--- src/core/bftg_pkg.sv ---
package bftg_pkg;
    // Register byte addresses
    localparam logic [7:0]  BFTG_CFG_ADDR      = 8'h00;
    localparam logic [7:0]  BFTG_STAT_ADDR     = 8'h04;
    localparam logic [7:0]  BFTG_MASK_ADDR     = 8'h08;
    localparam logic [7:0]  BFTG_CTRL_ADDR     = 8'h0c;
    // Config fields
    localparam int          BFTG_DIS_BIT       = 15;
    localparam int          BFTG_FREQUENCY_DIVIDER_LSB      = 8;
    localparam int          BFTG_FREQUENCY_DIVIDER_W        = 7;
    localparam int          BFTG_DUR_LSB       = 0;
    localparam int          BFTG_DUR_W         = 8;
    localparam logic [15:0] BFTG_CFG_RST       = 16'h0000;
    // Status / mask fields
    localparam int          BFTG_STARTED_BIT   = 10;
    localparam int          BFTG_ENDED_BIT     = 11;
    localparam int          BFTG_PLAYING_BIT   = 0;
    localparam logic [15:0] BFTG_MASK_RST      = 16'h0000;
    localparam logic [15:0] BFTG_FLAG_MASK     = 16'h0c00;
    // Control fields
    localparam int          BFTG_START_BIT     = 0;
    localparam int          BFTG_MODE_BIT      = 1;
    localparam int          BFTG_STOP_BIT      = 2;
    // Special values
    localparam logic [7:0]  BFTG_DUR_INFINITE  = 8'hff;
    localparam logic [7:0]  BFTG_DUR_ZERO      = 8'h00;
    localparam logic [6:0]  BFTG_FREQUENCY_DIVIDER_MIN      = 7'h04;
    // Timing
    localparam int          BFTG_CLK_HZ        = 20000000;
    localparam int          BFTG_TONE_CLK_HZ   = 32768;
    localparam int          BFTG_STEP_MS       = 4;
    localparam int          BFTG_TONE_DIV      = BFTG_CLK_HZ / BFTG_TONE_CLK_HZ;
    localparam int          BFTG_STEP_TICKS    = BFTG_TONE_CLK_HZ * BFTG_STEP_MS / 1000;

    typedef enum logic [1:0] {
        BFTG_IDLE = 2'b00,
        BFTG_PLAY = 2'b01
    } bftg_state_t;
endpackage : bftg_pkg

--- src/core/bftg_divider.sv ---
`timescale 1ns/100ps
module bftg_divider
    import bftg_pkg::*;
#(
    parameter int W = 16
)(
    input  wire logic         clk_i,
    input  wire logic         rst_i,
    input  wire logic         en_i,
    input  wire logic         clr_i,
    input  wire logic [W-1:0] limit_i,
    output logic              tick_o
);
    logic [W-1:0] cnt_q;

    // Pulses once every limit_i enabled cycles
    always_ff @(posedge clk_i)
    begin
        if (rst_i || clr_i)
        begin
            cnt_q  <= '0;
            tick_o <= 1'b0;
        end
        else if (en_i)
        begin
            if (cnt_q + W'(1) >= limit_i)
            begin
                cnt_q  <= '0;
                tick_o <= 1'b1;
            end
            else
            begin
                cnt_q  <= cnt_q + W'(1);
                tick_o <= 1'b0;
            end
        end
        else
        begin
            tick_o <= 1'b0;
        end
    end
endmodule : bftg_divider

--- src/core/bftg_tone.sv ---
// The implementer's own choices: the Wishbone register port and the address map.
`timescale 1ns/100ps
// Notes on behaviour
// - Tone plays first in sequence, alone in pulse
// - Disable bit holds both pins low
// - Disable bit changes act immediately
// - Frequency 0..3 is a silent rest
// - Frequency 4..127 divides the 32.768 kHz clock
// - Frequency writes act immediately
// - Duration counts in 4 ms steps
// - Writing duration zero ends tone now
// - Duration all-ones plays until stopped
// - Other duration writes apply next start
// - Sticky started/ended flags, write-one clear
module bftg_tone
    import bftg_pkg::*;
(
    input  wire logic        clk_i,
    input  wire logic        rst_i,
    input  wire logic [7:0]  adr_i,
    input  wire logic [31:0] dat_i,
    input  wire logic [3:0]  sel_i,
    input  wire logic        we_i,
    input  wire logic        cyc_i,
    input  wire logic        stb_i,
    input  wire logic        seq_start_i,
    input  wire logic        seq_stop_i,
    output logic [31:0]      dat_o,
    output logic             ack_o,
    output logic             err_o,
    output logic             irq_o,
    output logic             playing_o,
    output logic             tone_started_o,
    output logic             tone_ended_o,
    output logic             beep_p_o,
    output logic             beep_n_o
);
    localparam int SW = $clog2(BFTG_STEP_TICKS + 1);

    logic [15:0] cfg_q;
    logic [15:0] mask_q;
    logic        started_q;
    logic        ended_q;
    logic        mode_pulse_q;
    bftg_state_t state_q;
    logic [7:0]  dur_left_q;
    logic        infinite_q;
    logic [6:0]  half_cnt_q;
    logic        phase_q;
    logic        tone_tick;
    logic        step_tick;
    logic        req;
    logic        wr;
    logic        rd_stat;
    logic        start_ev;
    logic        stop_ev;
    logic        kill_ev;
    logic        expire_ev;
    logic        end_ev;
    logic        playing;
    logic [6:0]  frequency_divider;
    logic        rest;
    logic [15:0] stat_view;
    logic [15:0] cfg_next;
    logic [15:0] mask_next;
    logic [15:0] rd_data;
    logic [7:0]  dur_field;
    logic        dur_zero;
    logic        wr_cfg;
    logic        wr_mask;
    logic        wr_ctrl;
    logic        wr_stat;
    logic        start_cmd;
    logic        stop_cmd;
    logic        clr_started;
    logic        clr_ended;
    logic [6:0]  half_len;
    logic        sounding;

    assign req      = cyc_i && stb_i && !ack_o && !err_o;
    assign wr       = req && we_i;
    assign rd_stat  = req && !we_i && adr_i == BFTG_STAT_ADDR;
    assign playing  = state_q == BFTG_PLAY;
    assign frequency_divider     = cfg_q[BFTG_FREQUENCY_DIVIDER_LSB +: BFTG_FREQUENCY_DIVIDER_W];
    assign rest     = frequency_divider < BFTG_FREQUENCY_DIVIDER_MIN;
    assign dur_field = cfg_q[BFTG_DUR_LSB +: BFTG_DUR_W];
    assign dur_zero  = dat_i[BFTG_DUR_LSB +: BFTG_DUR_W] == BFTG_DUR_ZERO;
    assign sounding  = playing && !rest && !cfg_q[BFTG_DIS_BIT];

    // Decoded write strobes
    assign wr_cfg      = wr && adr_i == BFTG_CFG_ADDR;
    assign wr_mask     = wr && adr_i == BFTG_MASK_ADDR;
    assign wr_ctrl     = wr && adr_i == BFTG_CTRL_ADDR;
    assign wr_stat     = wr && adr_i == BFTG_STAT_ADDR;
    assign start_cmd   = wr_ctrl && sel_i[0] && dat_i[BFTG_START_BIT];
    assign stop_cmd    = wr_ctrl && sel_i[0] && dat_i[BFTG_STOP_BIT];
    assign clr_started = rd_stat || (wr_stat && sel_i[1] && dat_i[BFTG_STARTED_BIT]);
    assign clr_ended   = rd_stat || (wr_stat && sel_i[1] && dat_i[BFTG_ENDED_BIT]);

    // Byte-lane merge for the config register
    always_comb
    begin
        cfg_next = cfg_q;
        if (sel_i[0])
            cfg_next[7:0] = dat_i[7:0];
        if (sel_i[1])
            cfg_next[15:8] = dat_i[15:8];
    end

    // Byte-lane merge for the mask register
    always_comb
    begin
        mask_next = mask_q;
        if (sel_i[0])
            mask_next[7:0] = dat_i[7:0];
        if (sel_i[1])
            mask_next[15:8] = dat_i[15:8];
    end

    // Register read multiplexer
    always_comb
    begin
        case (adr_i)
            BFTG_CFG_ADDR:  rd_data = cfg_q;
            BFTG_STAT_ADDR: rd_data = stat_view;
            BFTG_MASK_ADDR: rd_data = mask_q;
            BFTG_CTRL_ADDR:
            begin
                rd_data = 16'h0000;
                rd_data[BFTG_MODE_BIT] = mode_pulse_q;
            end
            default:        rd_data = 16'h0000;
        endcase
    end

    // Half period in tone ticks; an odd divider gets the longer half high
    assign half_len = phase_q ? frequency_divider - (frequency_divider >> 1) : frequency_divider >> 1;

    // Software start from control register, or sequencer start
    assign start_ev = !playing && dur_field != BFTG_DUR_ZERO
                      && (seq_start_i || start_cmd);
    assign kill_ev  = playing && wr_cfg && sel_i[0] && dur_zero;
    assign stop_ev  = playing && (seq_stop_i || stop_cmd);
    assign expire_ev = playing && !infinite_q && step_tick && dur_left_q <= 8'h01;
    assign end_ev   = kill_ev || stop_ev || expire_ev;

    // 32.768 kHz enable from the system clock
    bftg_divider #(.W(16)) u_tone_div (
        .clk_i   (clk_i),
        .rst_i   (rst_i),
        .en_i    (1'b1),
        .clr_i   (1'b0),
        .limit_i (16'(BFTG_TONE_DIV)),
        .tick_o  (tone_tick)
    );

    // 4 ms step enable, restarted with the tone
    bftg_divider #(.W(SW)) u_step_div (
        .clk_i   (clk_i),
        .rst_i   (rst_i),
        .en_i    (tone_tick),
        .clr_i   (start_ev),
        .limit_i (SW'(BFTG_STEP_TICKS)),
        .tick_o  (step_tick)
    );

    // Bus handshake
    always_ff @(posedge clk_i)
    begin
        if (rst_i)
        begin
            ack_o <= 1'b0;
            err_o <= 1'b0;
        end
        else
        begin
            ack_o <= 1'b0;
            err_o <= 1'b0;
            if (req)
            begin
                case (adr_i)
                    BFTG_CFG_ADDR, BFTG_STAT_ADDR, BFTG_MASK_ADDR, BFTG_CTRL_ADDR:
                        ack_o <= 1'b1;
                    default:
                        err_o <= 1'b1;
                endcase
            end
        end
    end

    // Read data, captured with the answer
    always_ff @(posedge clk_i)
    begin
        if (rst_i)
            dat_o <= 32'h0000_0000;
        else if (req)
            dat_o <= {16'h0000, rd_data};
    end

    always_comb
    begin
        stat_view = 16'h0000;
        stat_view[BFTG_STARTED_BIT] = started_q;
        stat_view[BFTG_ENDED_BIT]   = ended_q;
        stat_view[BFTG_PLAYING_BIT] = playing;
    end

    // Config and mask registers
    always_ff @(posedge clk_i)
    begin
        if (rst_i)
        begin
            cfg_q  <= BFTG_CFG_RST;
            mask_q <= BFTG_MASK_RST;
        end
        else
        begin
            if (wr_cfg)
                cfg_q <= cfg_next;
            if (wr_mask)
                mask_q <= mask_next & BFTG_FLAG_MASK;
        end
    end

    // Pulse-mode bit, stored for the sequencer
    always_ff @(posedge clk_i)
    begin
        if (rst_i)
            mode_pulse_q <= 1'b0;
        else if (wr_ctrl && sel_i[0])
            mode_pulse_q <= dat_i[BFTG_MODE_BIT];
    end

    // Sticky flags: set wins over clear; write-one or status read clears
    always_ff @(posedge clk_i)
    begin
        if (rst_i)
        begin
            started_q <= 1'b0;
            ended_q   <= 1'b0;
        end
        else
        begin
            if (start_ev)
                started_q <= 1'b1;
            else if (clr_started)
                started_q <= 1'b0;
            if (end_ev)
                ended_q <= 1'b1;
            else if (clr_ended)
                ended_q <= 1'b0;
        end
    end

    // Tone duration state machine
    always_ff @(posedge clk_i)
    begin
        if (rst_i)
        begin
            state_q    <= BFTG_IDLE;
            dur_left_q <= 8'h00;
            infinite_q <= 1'b0;
        end
        else
        begin
            case (state_q)
                BFTG_IDLE:
                    if (start_ev)
                    begin
                        state_q    <= BFTG_PLAY;
                        dur_left_q <= dur_field;
                        infinite_q <= dur_field == BFTG_DUR_INFINITE;
                    end
                BFTG_PLAY:
                    if (end_ev)
                        state_q <= BFTG_IDLE;
                    else if (step_tick && !infinite_q)
                        dur_left_q <= dur_left_q - 8'h01;
                default:
                    state_q <= BFTG_IDLE;
            endcase
        end
    end

    // Oscillator: half period counts the divided clock
    always_ff @(posedge clk_i)
    begin
        if (rst_i || !playing || rest)
        begin
            half_cnt_q <= 7'h00;
            phase_q    <= 1'b0;
        end
        else if (tone_tick)
        begin
            if (half_cnt_q + 7'h01 >= half_len)
            begin
                half_cnt_q <= 7'h00;
                phase_q    <= ~phase_q;
            end
            else
            begin
                half_cnt_q <= half_cnt_q + 7'h01;
            end
        end
    end

    // Pins, registered; both low unless sounding
    always_ff @(posedge clk_i)
    begin
        if (rst_i)
        begin
            beep_p_o <= 1'b0;
            beep_n_o <= 1'b0;
        end
        else if (!sounding)
        begin
            beep_p_o <= 1'b0;
            beep_n_o <= 1'b0;
        end
        else
        begin
            beep_p_o <= phase_q;
            beep_n_o <= ~phase_q;
        end
    end

    // Interrupt level from unmasked sticky flags
    always_ff @(posedge clk_i)
    begin
        if (rst_i)
            irq_o <= 1'b0;
        else
            irq_o <= (started_q && mask_q[BFTG_STARTED_BIT])
                     || (ended_q && mask_q[BFTG_ENDED_BIT]);
    end

    // Playing level and tone event pulses for the sequencer
    always_ff @(posedge clk_i)
    begin
        if (rst_i)
        begin
            playing_o      <= 1'b0;
            tone_started_o <= 1'b0;
            tone_ended_o   <= 1'b0;
        end
        else
        begin
            playing_o      <= playing;
            tone_started_o <= start_ev;
            tone_ended_o   <= end_ev;
        end
    end
endmodule : bftg_tone

--- config.mk ---
export PLATFORM = sky130hd
export DESIGN_NAME = bftg_tone
export DESIGN_NICKNAME = d
export VERILOG_FILES = /design/src/core/bftg_pkg.sv /design/src/core/bftg_divider.sv /design/src/core/bftg_tone.sv
export SDC_FILE = /design/constraint.sdc
export NUM_CORES = 1
export LEC_CHECK = 0
export BUFFER_PORTS_ARGS = -buffer_cell sky130_fd_sc_hd__buf_2
export CAP_MARGIN = 20
export CORE_MARGIN = 2
export CORE_UTILIZATION = 55
export CTS_BUF_LIST = sky130_fd_sc_hd__clkbuf_16
export DETAILED_ROUTE_END_ITERATION = 10
export PLACE_DENSITY_LB_ADDON = 0.12
export REMOVE_ABC_BUFFERS = 1
export SLEW_MARGIN = 20
export SYNTH_ARGS = -nofsm -noshare
export SYNTH_HDL_FRONTEND = slang
export SYNTH_HIERARCHICAL = 1
export SYNTH_SLANG_ARGS = --single-unit
export TNS_END_PERCENT = 20
--- constraint.sdc ---
create_clock -name clk_i -period 6.12 [get_ports clk_i]
set_input_delay 1.224 -clock clk_i [delete_from_list [all_inputs] [get_ports clk_i]]
set_output_delay 1.224 -clock clk_i [all_outputs]
set_load 0.005 [all_outputs]
==> reports/metrics.csv <==
stage,metric,value,unit
setup_path,r2r_setup_slack,2.38,ns
drt,first_pass_iters,6,
yosys,synth_seq_cells,89,
die,fp.dieW,103,µm
drt,routed_wl,11700,µm
setup_path,crit_path_max_incr_delay,0.76,ns
cts,post_cts_buffers,0,
setup_path,critical_path_arrival,3.94,ns
yosys,netlist_area,5380,µm²
sta,min_period,3.74,ns
power_and_ir_drop,pwr-share-seq,46.4,%
worst_hold_path,holdPathEnd,cfg_q[8],
sta,fin_crit_sh,61.2,%
cells_and_area,fin_util,63.6,%
grt,gr-total-overflow,0,
cells_and_area,area_delta_synth_final,14.0,%
die,boundaryPins,91,
power_and_ir_drop,power_frac_comb,5.3,%
setup_path,cpMostUsedCell,ha_1,
power_and_ir_drop,power_switching_share,22.9,%
sta,relSlewSlack,40.7,%
power_and_ir_drop,pwr_density_cell,204,nW/µm²
setup_path,path_cells,ha_1 > nand3_2 > nor4_4 > nand3_1 > xnor2_1 > ha_1 > nand4_1 > nor3_1 > a31oi_4 > a31oi_2 > nor2_1,
setup_path,crit_fanout,13,
drt,drcViolationCount,0,
die,die_area,10600,µm²
die,core_area,9640,µm²
sta,fin_skew,0.00502,ns
setup_path,crit_buf_inv,0,
cts,hold_buffers,0,
sta,setup-violations-final,0,
cts,post_cts_resized,0,
cells_and_area,fillers,843,
yosys,syn_avg_cell_area,8.50,µm²
grt,grt_pass1_wl,19700,µm
cells_and_area,nNetsFinal,807,
sta,max_freq,267,MHz
cts,clk_pin_slew_worst_paths,0.07,ns
yosys,synth-main-ff-cell,dfxtp_1,
setup_path,cp_top_family,simple AND/OR/NAND/NOR gates,
setup_path,r2r_end,u_tone_div/cnt_q[9],
cts,cts_sinks,89,
drt,drt-initial-drc-count,209,
power_and_ir_drop,ir_drop,0.000159,V
drt,vias_per_cell,5.44,
placement,dpl.hpwl,8740,µm
cts,htree_levels,3,
sta,tns,0,ns
setup_path,crit_required,6.32,ns
setup_path,rr_startpoint,u_tone_div/cnt_q[0],
setup_path,cp_slowest_cell,a31oi_2,
cts,cts_buffers,9,
yosys,ys_types,75,
die,initial_core_util,55.8,%
yosys,ys_warn_count,6,
setup_path,r2r_cells,11,
power_and_ir_drop,clock_power_share,48.3,%
cells_and_area,n_antenna_cell,0,
cells_and_area,seqCellArea,1780,µm²
grt,grt_antenna_before_repair,0,
cts,insertion_delay,0.34,ns
placement,placed_cells,833,
placement,port_buffers,56,
grt,grt_pass1_vias,4289,
job,maxCapViolations,0,
worst_hold_path,min-delay-start,cfg_q[8],
cts,cts_tree,yes,
die,die_h,103,µm
cells_and_area,fin_cells,849,
worst_hold_path,hold_class,reg -> reg,
power_and_ir_drop,intPower,0.966,mW
cts,root_buffer,clkbuf_16,
yosys,syn-instance-count,633,
setup_path,start_kind,flop,
power_and_ir_drop,power.leakage,2.62,nW
yosys,synth-edff-count,0,
sta,hold_viol,0,
setup_path,crit_type,reg -> reg,
sta,worstMarginPinSlew,0.887,ns
setup_path,endpoint_kind,flop,
grt,grt_max_degree,41,
grt,grtUsageTotal,23.2,%
sta,maxSlewViolCount,0,
drt,wire_per_inst,13.8,µm
sta,rsz0062_at_grt,false,
drt,dr_total_vias,4618,
yosys,ys_seq_area_share,33.1,%
yosys,synthArstFlopShare,0,%
worst_hold_path,worstHoldPathCells,2,
cts,clk_path_buf_depth,2,
cells_and_area,multi_input_area,3380,µm²
status,status,"complete, no violations",
die,fp-row-count,36,
placement,globalplace.congestion,0.870,
power_and_ir_drop,switchingPower,0.287,mW
cells_and_area,drive_gt1_share,15.8,%
drt,ant_nets,0,
[metrics by stage]
stage                     hold slack (ns)  power, mW  cell area, µm²  worst slack (ns)
after detailed placement            0.464      0.660            5800              2.33
after global placement              0.452      0.658            5800              2.46
after floorplan                     0.438      0.630            5330              2.43
final                               0.474       1.25            6130              2.38
after CTS                           0.476       1.26            6130              2.31
after global routing                0.510       1.30            6130              2.01
[registers in the layout (all words and copies together) (netlist names), 2 cells and up]
signal and flops:
u_step_div/cnt_q 8, half_cnt_q 7, cfg_q 16, dur_left_q 8, mask_q 2, dat_o 16
u_tone_div/cnt_q 16
[area by class of cell]
| cell class | instances | area share, % |
|---|---|---|
| Multi-Input combinational cell | 507 | 55.1 |
| Sequential cell | 89 | 29.1 |
| Timing Repair Buffer | 60 | 5.06 |
| Clock buffer | 9 | 3.67 |
| Tap cell | 133 | 2.71 |
| Inverter | 44 | 2.69 |
| Clock inverter | 7 | 1.67 |
[how the worst max path moves through the flow]
stage / from / endpoint / slack, ns / cells after the start
3_5_place_dp: u_tone_div/cnt_q[0] / u_tone_div/cnt_q[9] / 2.33 / 11
2_1_floorplan: stb_i / u_step_div/cnt_q[3] / 2.43 / 9
6_report: u_tone_div/cnt_q[0] / u_tone_div/cnt_q[9] / 2.38 / 11
3_3_place_gp: u_tone_div/cnt_q[0] / u_tone_div/cnt_q[10] / 2.46 / 11
4_1_cts: u_tone_div/cnt_q[0] / u_tone_div/cnt_q[9] / 2.31 / 11
5_1_grt: u_tone_div/cnt_q[0] / u_tone_div/cnt_q[9] / 2.01 / 11
[power groups by stage]
stage / Sequential, mW / Clock (mW) / Combinational [mW]
after detailed placement: 0.595 / 0 / 0.0646
after CTS: 0.582 / 0.614 / 0.0650
after global routing: 0.581 / 0.641 / 0.0757
after global placement: 0.595 / 0 / 0.0628
after floorplan: 0.595 / 0 / 0.0355
final: 0.582 / 0.605 / 0.0664
[synthesized netlist by cell type, types with 5 or more instances]
cell | number | area, µm²
inv_1 | 43 | 161
nor2b_1 | 5 | 31.3
buf_4 | 16 | 120
buf_2 | 7 | 35.0
and3_1 | 6 | 37.5
a32o_1 | 11 | 110
o21ai_0 | 19 | 95.1
clkbuf_1 | 15 | 56.3
nor2_2 | 11 | 68.8
nand2_1 | 70 | 263
xor2_1 | 20 | 175
or3_1 | 5 | 31.3
a21o_1 | 5 | 37.5
nor2_1 | 49 | 184
nor3_1 | 16 | 80.1
xnor2_1 | 16 | 140
nand4_1 | 16 | 100
nand3_1 | 15 | 75.1
mux2i_1 | 11 | 110
ha_1 | 44 | 551
dfxtp_1 | 89 | 1780
a21oi_1 | 36 | 180
nand2b_1 | 9 | 56.3
a22oi_1 | 16 | 120
nor4_1 | 7 | 43.8
[per-layer routing]
metal | vias up | wire length [µm] | global-route usage (%)
met5 | - | 0 | 0
met4 | 0 | 204 | 9.41
met3 | 17 | 542 | 3.12
met2 | 99 | 5650 | 38.7
met1 | 2163 | 5350 | 30.3
li1 | 2339 | - | -
[layout by cell type, fill, tap and decap left out, types with 11 or more instances in the layout]
master	count
mux2i_1	11
nor3_1	16
nand2_1	70
xor2_1	20
a32o_1	11
ha_1	44
nand3_1	15
buf_2	56
nor2_1	49
nor2_2	11
inv_1	43
a21oi_1	36
a22oi_1	16
o21ai_0	19
nand4_1	16
conb_1	48
dfxtp_1	89
xnor2_1	16
[cells by family (layout without fill, tap and decap cells)]
group / Yosys count / in the layout / synth area share, %
adder cells (fa/ha/maj): 45 / 45 / 10.6
XOR/XNOR: 37 / 37 / 6.17
multiplexers: 11 / 11 / 2.05
other: 2 / 48 / 0.140
AND/OR/NAND/NOR: 237 / 237 / 23.3
flip-flops: 89 / 89 / 33.1
buffers and inverters: 83 / 120 / 7.21
AO/OA/AOI/OAI: 129 / 129 / 17.4
[tightest hold or removal path, stage by stage (launching register included)]
cell	delay, ns
dfxtp_1	0.32
nand2_1	0.06
a21oi_1	0.05
No activity file was read; power rests on OpenSTA's default activity.
